## config.mk

```make
export PLATFORM = sky130hd
export DESIGN_NAME = i2ca_abort_dma
export DESIGN_NICKNAME = d
export VERILOG_FILES = /design/src/inc/i2ca_pkg.sv /design/src/i2ca_abort_dma.sv
export SDC_FILE = /design/constraint.sdc
export NUM_CORES = 1
export LEC_CHECK = 0
export ABC_AREA = 1
export BUFFER_PORTS_ARGS = -buffer_cell sky130_fd_sc_hd__buf_2
export CAP_MARGIN = 10
export CELL_PAD_IN_SITES_DETAIL_PLACEMENT = 1
export CELL_PAD_IN_SITES_GLOBAL_PLACEMENT = 2
export CORE_ASPECT_RATIO = 1.25
export CORE_UTILIZATION = 24
export CTS_CLUSTER_DIAMETER = 50
export CTS_CLUSTER_SIZE = 8
export DETAILED_ROUTE_END_ITERATION = 10
export PLACE_DENSITY_LB_ADDON = 0.2
export SETUP_SLACK_MARGIN = 0.2
export SYNTH_ARGS = -nofsm -noshare
export SYNTH_HDL_FRONTEND = slang
export SYNTH_SLANG_ARGS = --single-unit
```

## constraint.sdc

```tcl
create_clock -name clk -period 1.9 [get_ports clk]
set_input_delay 0.38 -clock clk [delete_from_list [all_inputs] [get_ports clk]]
set_output_delay 0.38 -clock clk [all_outputs]
set_load 0.03 [all_outputs]
```

## src/inc/i2ca_pkg.sv

```systemverilog
// Constants for the transmit-abort cause and DMA enable block.
// Assumes a 32-bit Avalon-MM byte address bus and one 10 MHz clock.
package i2ca_pkg;

  // Register byte addresses
  localparam logic [31:0] ADDR_ABORT_CAUSE  = 32'h5000_1480;
  localparam logic [31:0] ADDR_DMA_ENABLE   = 32'h5000_1488;
  localparam logic [31:0] ADDR_TX_WATERMARK = 32'h5000_148C;
  localparam logic [31:0] ADDR_RX_WATERMARK = 32'h5000_1490;
  localparam logic [31:0] ADDR_CONTROL      = 32'h5000_14F0;
  localparam logic [31:0] ADDR_IRQ_STATUS   = 32'h5000_14F4;
  localparam logic [31:0] ADDR_IRQ_MASK     = 32'h5000_14F8;

  // Abort cause field positions
  localparam int CAUSE_SEVENBIT_ADDR   = 0;
  localparam int CAUSE_TENBIT_FIRST    = 1;
  localparam int CAUSE_TENBIT_SECOND   = 2;
  localparam int CAUSE_DATA_UNACKED    = 3;
  localparam int CAUSE_GCALL_UNACKED   = 4;
  localparam int CAUSE_GCALL_READ      = 5;
  localparam int CAUSE_HS_CODE_ACKED   = 6;
  localparam int CAUSE_STARTBYTE_ACKED = 7;
  localparam int CAUSE_HS_NORESTART    = 8;
  localparam int CAUSE_SB_NORESTART    = 9;
  localparam int CAUSE_W               = 10;

  // DMA enable field positions
  localparam int DMA_RX_ENABLE_BIT = 0;
  localparam int DMA_TX_ENABLE_BIT = 1;

  // Control register field positions
  localparam int CTL_RESTART_EN_BIT = 0;
  localparam int CTL_GC_OR_SB_BIT   = 1;
  localparam int CTL_CMD_KIND_BIT   = 2;

  // Interrupt status and mask field positions
  localparam int IRQ_ABORT_BIT = 0;
  localparam int IRQ_W         = 1;

  // Values after reset
  localparam logic [15:0] CAUSE_RESET   = 16'h0000;
  localparam logic [1:0]  DMA_EN_RESET  = 2'h0;
  localparam logic [4:0]  WM_RESET      = 5'h00;
  localparam logic [2:0]  CONTROL_RESET = 3'h0;
  localparam logic [0:0]  IRQ_RESET     = 1'h0;

  // Answer to an unmapped read
  localparam logic [31:0] UNMAPPED_READ = 32'h0000_0000;

  // Bus slave states
  typedef enum logic [1:0] {
    I2CA_BUS_IDLE   = 2'b01,
    I2CA_BUS_ANSWER = 2'b10
  } i2ca_bus_e;

endpackage : i2ca_pkg

```

## src/i2ca_abort_dma.sv

```systemverilog
// Transmit-abort cause register, DMA channel enables and DMA requests.
// Assumes the bus engine on the same clock reports its events as pulses
// and the FIFOs report their entry counts; software uses Avalon-MM.
`timescale 1ns/1ns

// Notes on behaviour
// [RULE1] START byte without restart sets bit 9, aborts
// [RULE2] Clearing bit 9 with source held: reasserts
// [RULE3] Software removes START byte source before clearing
// [RULE4] High-speed request without restart sets bit 8
// [RULE5] Acknowledged START byte sets bit 7
// [RULE6] Acknowledged high-speed master code sets bit 6
// [RULE7] General call followed by read sets bit 5
// [RULE8] Unacknowledged general call sets bit 4
// [RULE9] Master data byte unacknowledged sets bit 3
// [RULE10] Ten-bit second address byte unacknowledged: bit 2
// [RULE11] Ten-bit first address byte unacknowledged: bit 1
// [RULE12] Seven-bit address unacknowledged sets bit 0
// [RULE13] Transmit DMA enable, bit 1, resets 0
// [RULE14] Receive DMA enable, bit 0, resets 0
// [RULE15] Transmit request when level at/below watermark
// [RULE16] Receive request when level above watermark
// [RULE17] Any new abort cause raises abort interrupt
module i2ca_abort_dma #(
  parameter int LEVEL_W = 6,  // FIFO entry count width
  parameter int WM_W    = 5   // DMA watermark width
) (
  input  wire logic               clk,
  input  wire logic               rst,
  // Avalon-MM slave
  input  wire logic [31:0]        address,
  input  wire logic               read,
  input  wire logic               write,
  input  wire logic [3:0]         byteenable,
  input  wire logic [31:0]        writedata,
  output logic      [31:0]        readdata,
  output logic                    waitrequest,
  // Events from the bus engine, one-cycle pulses; highspeed_request and tenbit_mode are levels
  input  wire logic               master_start,
  input  wire logic               highspeed_request,
  input  wire logic               tenbit_mode,
  input  wire logic               address_unacked,
  input  wire logic               tenbit_second_unacked,
  input  wire logic               data_unacked,
  input  wire logic               gcall_unacked,
  input  wire logic               gcall_read_next,
  input  wire logic               startbyte_acked,
  input  wire logic               hs_code_acked,
  // FIFO entry counts
  input  wire logic [LEVEL_W-1:0] tx_fifo_level,
  input  wire logic [LEVEL_W-1:0] rx_fifo_level,
  // Outputs
  output logic                    transfer_abort,
  output logic                    dma_tx_req,
  output logic                    dma_rx_req,
  output logic                    irq
);

  // Parameter checks at elaboration
  if (WM_W < 1 || WM_W > 8 || LEVEL_W < WM_W + 1 || LEVEL_W > 16) begin
    : g_bad_width
    $error("i2ca_abort_dma: unsupported LEVEL_W or WM_W");
  end

  // Bus slave state
  i2ca_pkg::i2ca_bus_e      bus_state;
  i2ca_pkg::i2ca_bus_e      next_bus_state;

  // Software visible registers
  logic [i2ca_pkg::CAUSE_W-1:0] abort_cause;      // Sticky abort causes
  logic [1:0]                   dma_channel_enable;
  logic [WM_W-1:0]              transmit_dma_watermark;
  logic [WM_W-1:0]              receive_dma_watermark;
  logic [2:0]                   control;          // Loose config bits
  logic [i2ca_pkg::IRQ_W-1:0]   irq_status;
  logic [i2ca_pkg::IRQ_W-1:0]   irq_mask;
  logic                         sb_reassert;      // Bit 9 returns next

  // Bus decode
  wire                          req         = read | write;
  wire                          accept      = req & ~waitrequest;
  wire                          wr_go       = accept & write & byteenable[0];
  wire                          rd_go       = accept & read;
  wire                          hit_cause   =
    (address == i2ca_pkg::ADDR_ABORT_CAUSE);
  wire                          hit_dma     =
    (address == i2ca_pkg::ADDR_DMA_ENABLE);
  wire                          hit_txwm    =
    (address == i2ca_pkg::ADDR_TX_WATERMARK);
  wire                          hit_rxwm    =
    (address == i2ca_pkg::ADDR_RX_WATERMARK);
  wire                          hit_ctl     =
    (address == i2ca_pkg::ADDR_CONTROL);
  wire                          hit_status  =
    (address == i2ca_pkg::ADDR_IRQ_STATUS);
  wire                          hit_mask    =
    (address == i2ca_pkg::ADDR_IRQ_MASK);

  // Configuration bits seen by the cause logic
  wire restart_en   = control[i2ca_pkg::CTL_RESTART_EN_BIT];
  wire gc_or_sb_sel = control[i2ca_pkg::CTL_GC_OR_SB_BIT];
  wire cmd_kind_sel = control[i2ca_pkg::CTL_CMD_KIND_BIT];

  // START byte selected while repeated start is off
  wire sb_source    = ~restart_en & cmd_kind_sel & gc_or_sb_sel; // RULE1

  // Cause detection, one wire per bit
  logic [i2ca_pkg::CAUSE_W-1:0] cause_set;
  assign cause_set[i2ca_pkg::CAUSE_SB_NORESTART] =
    (master_start & sb_source) | sb_reassert;                  // RULE1
  assign cause_set[i2ca_pkg::CAUSE_HS_NORESTART] =
    master_start & highspeed_request & ~restart_en;            // RULE4
  assign cause_set[i2ca_pkg::CAUSE_STARTBYTE_ACKED] =
    startbyte_acked;                                           // RULE5
  assign cause_set[i2ca_pkg::CAUSE_HS_CODE_ACKED] =
    hs_code_acked;                                             // RULE6
  assign cause_set[i2ca_pkg::CAUSE_GCALL_READ] =
    gcall_read_next;                                           // RULE7
  assign cause_set[i2ca_pkg::CAUSE_GCALL_UNACKED] =
    gcall_unacked;                                             // RULE8
  assign cause_set[i2ca_pkg::CAUSE_DATA_UNACKED] =
    data_unacked;                                              // RULE9
  assign cause_set[i2ca_pkg::CAUSE_TENBIT_SECOND] =
    tenbit_second_unacked & tenbit_mode;                       // RULE10
  assign cause_set[i2ca_pkg::CAUSE_TENBIT_FIRST] =
    address_unacked & tenbit_mode;                             // RULE11
  assign cause_set[i2ca_pkg::CAUSE_SEVENBIT_ADDR] =
    address_unacked & ~tenbit_mode;                            // RULE12

  // A read of the cause register clears it
  wire cause_clear = rd_go & hit_cause;
  wire any_cause   = |cause_set;                               // RULE17

  // Read data selection, narrow fields in the low bits
  wire [31:0] rd_value =
    hit_cause  ? {22'h00_0000, abort_cause} :
    hit_dma    ? {30'h0000_0000, dma_channel_enable} :
    hit_txwm   ? {{(32 - WM_W){1'b0}}, transmit_dma_watermark} :
    hit_rxwm   ? {{(32 - WM_W){1'b0}}, receive_dma_watermark} :
    hit_ctl    ? {29'h0000_0000, control} :
    hit_status ? {31'h0000_0000, irq_status} :
    hit_mask   ? {31'h0000_0000, irq_mask} :
    i2ca_pkg::UNMAPPED_READ;

  // DMA request conditions
  wire [LEVEL_W-1:0] tx_wm_ext = LEVEL_W'(transmit_dma_watermark);
  wire [LEVEL_W-1:0] rx_wm_ext = LEVEL_W'(receive_dma_watermark);
  wire next_dma_tx_req =
    dma_channel_enable[i2ca_pkg::DMA_TX_ENABLE_BIT] &
    (tx_fifo_level <= tx_wm_ext);                              // RULE15
  wire next_dma_rx_req =
    dma_channel_enable[i2ca_pkg::DMA_RX_ENABLE_BIT] &
    (rx_fifo_level >= rx_wm_ext + LEVEL_W'(1));                // RULE16

  // Bus slave next state: one wait cycle, then one answer cycle
  always_comb begin
    next_bus_state = bus_state;
    unique case (bus_state)
      i2ca_pkg::I2CA_BUS_IDLE: begin
        if (req) begin
          next_bus_state = i2ca_pkg::I2CA_BUS_ANSWER;
        end
      end
      i2ca_pkg::I2CA_BUS_ANSWER: begin
        next_bus_state = i2ca_pkg::I2CA_BUS_IDLE;
      end
      default: begin
        next_bus_state = i2ca_pkg::I2CA_BUS_IDLE;
      end
    endcase
  end

  // Bus state, waitrequest and read data
  always_ff @(posedge clk) begin
    if (rst) begin
      bus_state   <= i2ca_pkg::I2CA_BUS_IDLE;
      waitrequest <= 1'b1;
      readdata    <= 32'h0000_0000;
    end else begin
      bus_state   <= next_bus_state;
      // Low for exactly the cycle after a request is seen
      waitrequest <= ~(req & (bus_state == i2ca_pkg::I2CA_BUS_IDLE));
      if (req && bus_state == i2ca_pkg::I2CA_BUS_IDLE) begin
        readdata <= rd_value;
      end
    end
  end

  // Sticky causes: a new cause wins over the read clear
  always_ff @(posedge clk) begin
    if (rst) begin
      abort_cause <= i2ca_pkg::CAUSE_RESET[i2ca_pkg::CAUSE_W-1:0];
    end else if (cause_clear) begin
      abort_cause <= cause_set;
    end else begin
      abort_cause <= abort_cause | cause_set;
    end
  end

  // Bit 9 cleared with its source still present drops for one cycle
  always_ff @(posedge clk) begin
    if (rst) begin
      sb_reassert <= 1'b0;
    end else begin
      sb_reassert <= cause_clear & sb_source &
                     abort_cause[i2ca_pkg::CAUSE_SB_NORESTART]; // RULE2
    end
  end

  // Abort strobe to the transfer engine
  always_ff @(posedge clk) begin
    if (rst) begin
      transfer_abort <= 1'b0;
    end else begin
      transfer_abort <= any_cause;                             // RULE1
    end
  end

  // Software written registers
  always_ff @(posedge clk) begin
    if (rst) begin
      dma_channel_enable     <= i2ca_pkg::DMA_EN_RESET;
      transmit_dma_watermark <= i2ca_pkg::WM_RESET[WM_W-1:0];
      receive_dma_watermark  <= i2ca_pkg::WM_RESET[WM_W-1:0];
      control                <= i2ca_pkg::CONTROL_RESET;
      irq_mask               <= i2ca_pkg::IRQ_RESET;
    end else if (wr_go) begin
      if (hit_dma) begin
        dma_channel_enable <= writedata[1:0];                  // RULE13 RULE14
      end
      if (hit_txwm) begin
        transmit_dma_watermark <= writedata[WM_W-1:0];
      end
      if (hit_rxwm) begin
        receive_dma_watermark <= writedata[WM_W-1:0];
      end
      if (hit_ctl) begin
        control <= writedata[2:0];
      end
      if (hit_mask) begin
        irq_mask <= writedata[0:0];
      end
    end
  end

  // Interrupt status: set wins over read clear
  always_ff @(posedge clk) begin
    if (rst) begin
      irq_status <= i2ca_pkg::IRQ_RESET;
    end else if (any_cause) begin
      irq_status[i2ca_pkg::IRQ_ABORT_BIT] <= 1'b1;             // RULE17
    end else if (rd_go && hit_status) begin
      irq_status <= i2ca_pkg::IRQ_RESET;
    end
  end

  // Registered outputs
  always_ff @(posedge clk) begin
    if (rst) begin
      irq        <= 1'b0;
      dma_tx_req <= 1'b0;
      dma_rx_req <= 1'b0;
    end else begin
      irq        <= |(irq_status & irq_mask);
      dma_tx_req <= next_dma_tx_req;                           // RULE15
      dma_rx_req <= next_dma_rx_req;                           // RULE16
    end
  end

  // Checks beside the logic
  a_sbyte_sets_bit9: assert property ( // RULE1
    @(posedge clk) disable iff (rst)
    master_start && sb_source |=>
      abort_cause[i2ca_pkg::CAUSE_SB_NORESTART] && transfer_abort)
    else $error("start byte without restart not flagged");

  a_bit9_returns: assert property ( // RULE2
    @(posedge clk) disable iff (rst)
    cause_clear && sb_source && !master_start &&
    abort_cause[i2ca_pkg::CAUSE_SB_NORESTART] && $stable(control) |=>
      !abort_cause[i2ca_pkg::CAUSE_SB_NORESTART] ##1
      abort_cause[i2ca_pkg::CAUSE_SB_NORESTART])
    else $error("bit 9 did not return after one cycle");

  a_hs_sets_bit8: assert property ( // RULE4
    @(posedge clk) disable iff (rst)
    master_start && highspeed_request && !restart_en |=>
      abort_cause[i2ca_pkg::CAUSE_HS_NORESTART])
    else $error("high-speed without restart not flagged");

  a_ack_causes: assert property ( // RULE5
    @(posedge clk) disable iff (rst)
    startbyte_acked || hs_code_acked |=>
      abort_cause[7:6] == {$past(startbyte_acked), $past(hs_code_acked)}
      || $past(abort_cause[7:6] != 2'h0) && !$past(cause_clear))
    else $error("acknowledge cause mismatch");

  // Each acknowledge or no-acknowledge lands in its own bit
  a_hs_ack_bit6: assert property ( // RULE6
    @(posedge clk) disable iff (rst)
    hs_code_acked |=> abort_cause[i2ca_pkg::CAUSE_HS_CODE_ACKED])
    else $error("high-speed code acknowledge not flagged");

  a_gcall_causes: assert property ( // RULE7
    @(posedge clk) disable iff (rst)
    gcall_read_next |=> abort_cause[i2ca_pkg::CAUSE_GCALL_READ]
    ##0 transfer_abort)
    else $error("general call read not flagged");

  a_gcall_noack_bit4: assert property ( // RULE8
    @(posedge clk) disable iff (rst)
    gcall_unacked |=> abort_cause[i2ca_pkg::CAUSE_GCALL_UNACKED])
    else $error("unacknowledged general call not flagged");

  a_data_noack_bit3: assert property ( // RULE9
    @(posedge clk) disable iff (rst)
    data_unacked |=> abort_cause[i2ca_pkg::CAUSE_DATA_UNACKED])
    else $error("unacknowledged data byte not flagged");

  // Second address byte only counts in ten-bit mode
  a_tenbit_second: assert property ( // RULE10
    @(posedge clk) disable iff (rst)
    tenbit_second_unacked && tenbit_mode |=>
      abort_cause[i2ca_pkg::CAUSE_TENBIT_SECOND])
    else $error("ten-bit second byte cause not flagged");

  a_addr_select: assert property ( // RULE12
    @(posedge clk) disable iff (rst)
    address_unacked && !tenbit_mode && !cause_clear |=>
      abort_cause[i2ca_pkg::CAUSE_SEVENBIT_ADDR] &&
      abort_cause[i2ca_pkg::CAUSE_TENBIT_FIRST] ==
      $past(abort_cause[i2ca_pkg::CAUSE_TENBIT_FIRST]))
    else $error("address cause in wrong bit");

  a_dma_enable_wr: assert property ( // RULE13
    @(posedge clk) disable iff (rst)
    wr_go && hit_dma |=> dma_channel_enable == $past(writedata[1:0]))
    else $error("DMA enable write lost");

  a_tx_dma_req: assert property ( // RULE15
    @(posedge clk) disable iff (rst)
    ##1 dma_tx_req == $past(dma_channel_enable[1] &&
      tx_fifo_level <= tx_wm_ext))
    else $error("transmit DMA request wrong");

  a_rx_dma_req: assert property ( // RULE16
    @(posedge clk) disable iff (rst)
    dma_channel_enable[0] && rx_fifo_level == LEVEL_W'(0) |=> !dma_rx_req)
    else $error("receive DMA request on empty FIFO");

  a_abort_irq: assert property ( // RULE17
    @(posedge clk) disable iff (rst)
    any_cause && irq_mask[0] |=> ##1 irq)
    else $error("abort interrupt not raised");

  a_bus_answer: assert property (@(posedge clk) disable iff (rst)
    req && waitrequest && bus_state == i2ca_pkg::I2CA_BUS_IDLE |=>
      !waitrequest ##1 waitrequest)
    else $error("bus answer timing wrong");

endmodule : i2ca_abort_dma

```

==> results.toml <==
[logic_synthesis]
synth_cell_types = 42
synth_top_area_share_pct = 33.13
ys_seq_area_share_pct = 33.13
ys_warn_count = 0
synth-seq-cells = 45
syn_inst = 386
synthFlopType = "dfxtp_1"
synth_area_mm2 = 0.002719
synth_top_area_cell = "dfxtp_1"
synth_area_per_cell_um2 = 7.044
postSynth.asyncResetShare_pct = 0
synthTopCellsByArea = "dfxtp_1 33%, nand2_1 8.8%, inv_1 8.6%"
synth_edf_count = 0

[setup_path]
required_ns = 2.09
r2r_setup_slack_ns = 0.18
critPathKind = "register to register"
r2r_end = "dma_rx_req"
startpoint_type = "register"
cp.arrival_ns = 1.91
critPathMaxFanout = 2
endpoint_kind = "register"
worst_r2r_path_depth = 11
r2r_start = "receive_dma_watermark[0]"

[timing]
drv_slew = 0
post-route-min-period_ns = 1.717
timing.final.ws_setup_ns = 0.1834
finalHoldViolCount = 0
finalCritPeriodShare_pct = 90.35
finClkSkew_ns = 0.009441
max_freq_mhz = 582.5
hold_slack_ns = 0.3125
setup_viol = 0
rsz0062_at_grt = "yes"

[final_layout]
stdcell_count = 615
drive_gt1_share_pct = 28.75
syn_to_final_growth_pct = 28.72
nets = 585
n_antenna_cell = 0

[place]
gp_congestion = 0.7690
pre_cts_ws_ns = -0.03138
post-place-cells = 604
dp_hpwl_mm = 6.497
portBuffers = 78

[worst_hold_path]
hold_path_end = "abort_cause[5]"
whs_path_depth = 3
hold_class = "input pin to register"
hp-start = "gcall_read_next"

[drt]
wl_mm = 8.045
drtPass1Iterations = 4
drt.antenna.violating_nets = 0
vias = 2689
routedWlPerCell_um = 13.08
viasPerCell = 4.372
drc_errors = 0
first_iter_violations = 83

[clock_tree]
cts.sinks = 45
cts.htree.levels = 2
cts_buffer_depth = 2
cts_buffers = 5
root_buffer = "clkbuf_16"
worstSkewPairLatency_ns = 0.30
path_clk_slew_ns = 0.07
cts_tree = "built"

[global_route]
grt_pass1_vias = 2754
antenna_found_initial = 0
gr-total-overflow = 0
met3_usage_pct = 1.843
grt_pass1_wl_mm = 13.24
grt.busiest_layer = "met2"
grt.total_usage_pct = 14.19
grt_max_degree = 22
grt_use_met1_pct = 16.99
gr-usage-met2_pct = 25.66

[power]
ir_drop_v = 0.0005449
powerDensity_mw_per_mm2 = 679.9
power.leakage_nw = 1.682
power_mw = 2.379

[floorplan]
die_h_um = 121
ios = 131
row_count = 43
initial_core_util_pct = 24.53
dieWidth_um = 97.20
core_region_area_mm2 = 0.01108
dieArea_mm2 = 0.01176

[flow_run]
cap_violations = 0

[status]
status = "complete, no violations"
per-layer routing:
layer | up-vias | share of wire, %
li1 | 1387 | -
met1 | 1216 | 43
met2 | 76 | 51
met3 | 10 | 4.5
met4 | 0 | 1.8
met5 | - | 0
cells in the mapped netlist, types with 3 or more instances:
library cell   n
dfxtp_1       45
nand4_1        8
a211oi_1       4
clkbuf_1       4
nor2_1        37
nand2_2        3
nand3_1       23
inv_2          3
inv_1         62
a21oi_1       37
nand2_1       64
nor3_1         3
buf_4         22
a21oi_2        3
ha_1          12
nor2_2         6
o21ai_0       21
cell type report:
type,instances,area (µm²)
Clock buffer,6,128.9
Multi-Input combinational cell,268,1499
Timing Repair Buffer,93,503.0
Clock inverter,2,38.79
Inverter,66,257.7
Sequential cell,45,903.4
Tap cell,135,168.9
Fill cell,1441,7584
flip-flops by register name, summed over array words and instances, names as in the netlist:
name / cells
control: 3
receive_dma_watermark: 5
readdata: 10
irq_mask: 1
sb_reassert: 1
irq: 1
dma_rx_req: 1
waitrequest: 1
transfer_abort: 1
irq_status: 1
transmit_dma_watermark: 5
bus_state: 2
abort_cause: 10
dma_tx_req: 1
dma_channel_enable: 2
placed cells by master (no fill, tap or decap), types with 10 or more instances in the layout:
master / n
a21oi_1: 37
buf_2: 78
buf_4: 15
conb_1: 22
dfxtp_1: 43
ha_1: 10
inv_1: 61
nand2_1: 63
nand3_1: 22
nor2_1: 36
o21ai_0: 19
worst max-delay path: stages (launching register included):
cell and delay (ns):
dfxtp_2 0.34, ha_4 0.27, inv_4 0.03, ha_4 0.19, a21boi_2 0.14, o21ai_1 0.13, a21oi_1 0.08, o21a_1 0.17
o21ai_1 0.11, nand2_1 0.06, nand3_1 0.06, inv_1 0.04
logic make-up after synthesis:
family	Yosys count	synth area share [%]
AND/OR/NAND/NOR	157	28.58
other	1	0.1379
AO/OA/AOI/OAI	73	14.91
XOR/XNOR	3	0.9666
flip-flops	45	33.13
buffers and inverters	95	16.75
adder cells (fa/ha/maj)	12	5.522
power by group:
part	leakage, nW	internal (mW)	total (mW)	switching [mW]
Combinational	1.23	0.119	0.370	0.250
Sequential	0.369	0.981	0.999	0.0182
Clock	0.0810	0.624	1.01	0.387
timing repair:
| action | 4_1_cts | 5_1_grt |
|---|---|---|
| resized for setup | 8 | 6 |
| gates cloned | 0 | 1 |
| endpoints found under the setup margin | 1 | 16 |
| buffers inserted | 1 | 1 |
| hold buffers | 0 | 0 |
| pin swaps | 7 | 9 |
how the worst max path moves through the flow:
stage / startpoint / slack (ns) / end / cells past startpoint
6_report: receive_dma_watermark[0] / 0.18 / dma_rx_req / 11
3_3_place_gp: address[31] / -0.005 / abort_cause[3] / 9
5_1_grt: receive_dma_watermark[0] / 0.05 / dma_rx_req / 11
3_5_place_dp: address[31] / -0.03 / abort_cause[3] / 9
2_1_floorplan: receive_dma_watermark[0] / 0.22 / dma_rx_req / 11
4_1_cts: receive_dma_watermark[0] / 0.11 / dma_rx_req / 11
metrics by stage:
stage | area [µm²] | TNS [ns] | utilization, %
final | 3500 | 0 | 31.58
after global routing | 3500 | 0 | 31.58
after CTS | 3461 | 0 | 31.23
after detailed placement | 3254 | -0.06569 | 29.36
after global placement | 3254 | -0.005093 | 29.36
after floorplan | 2798 | 0 | -
No activity file was read; power rests on OpenSTA's default activity.
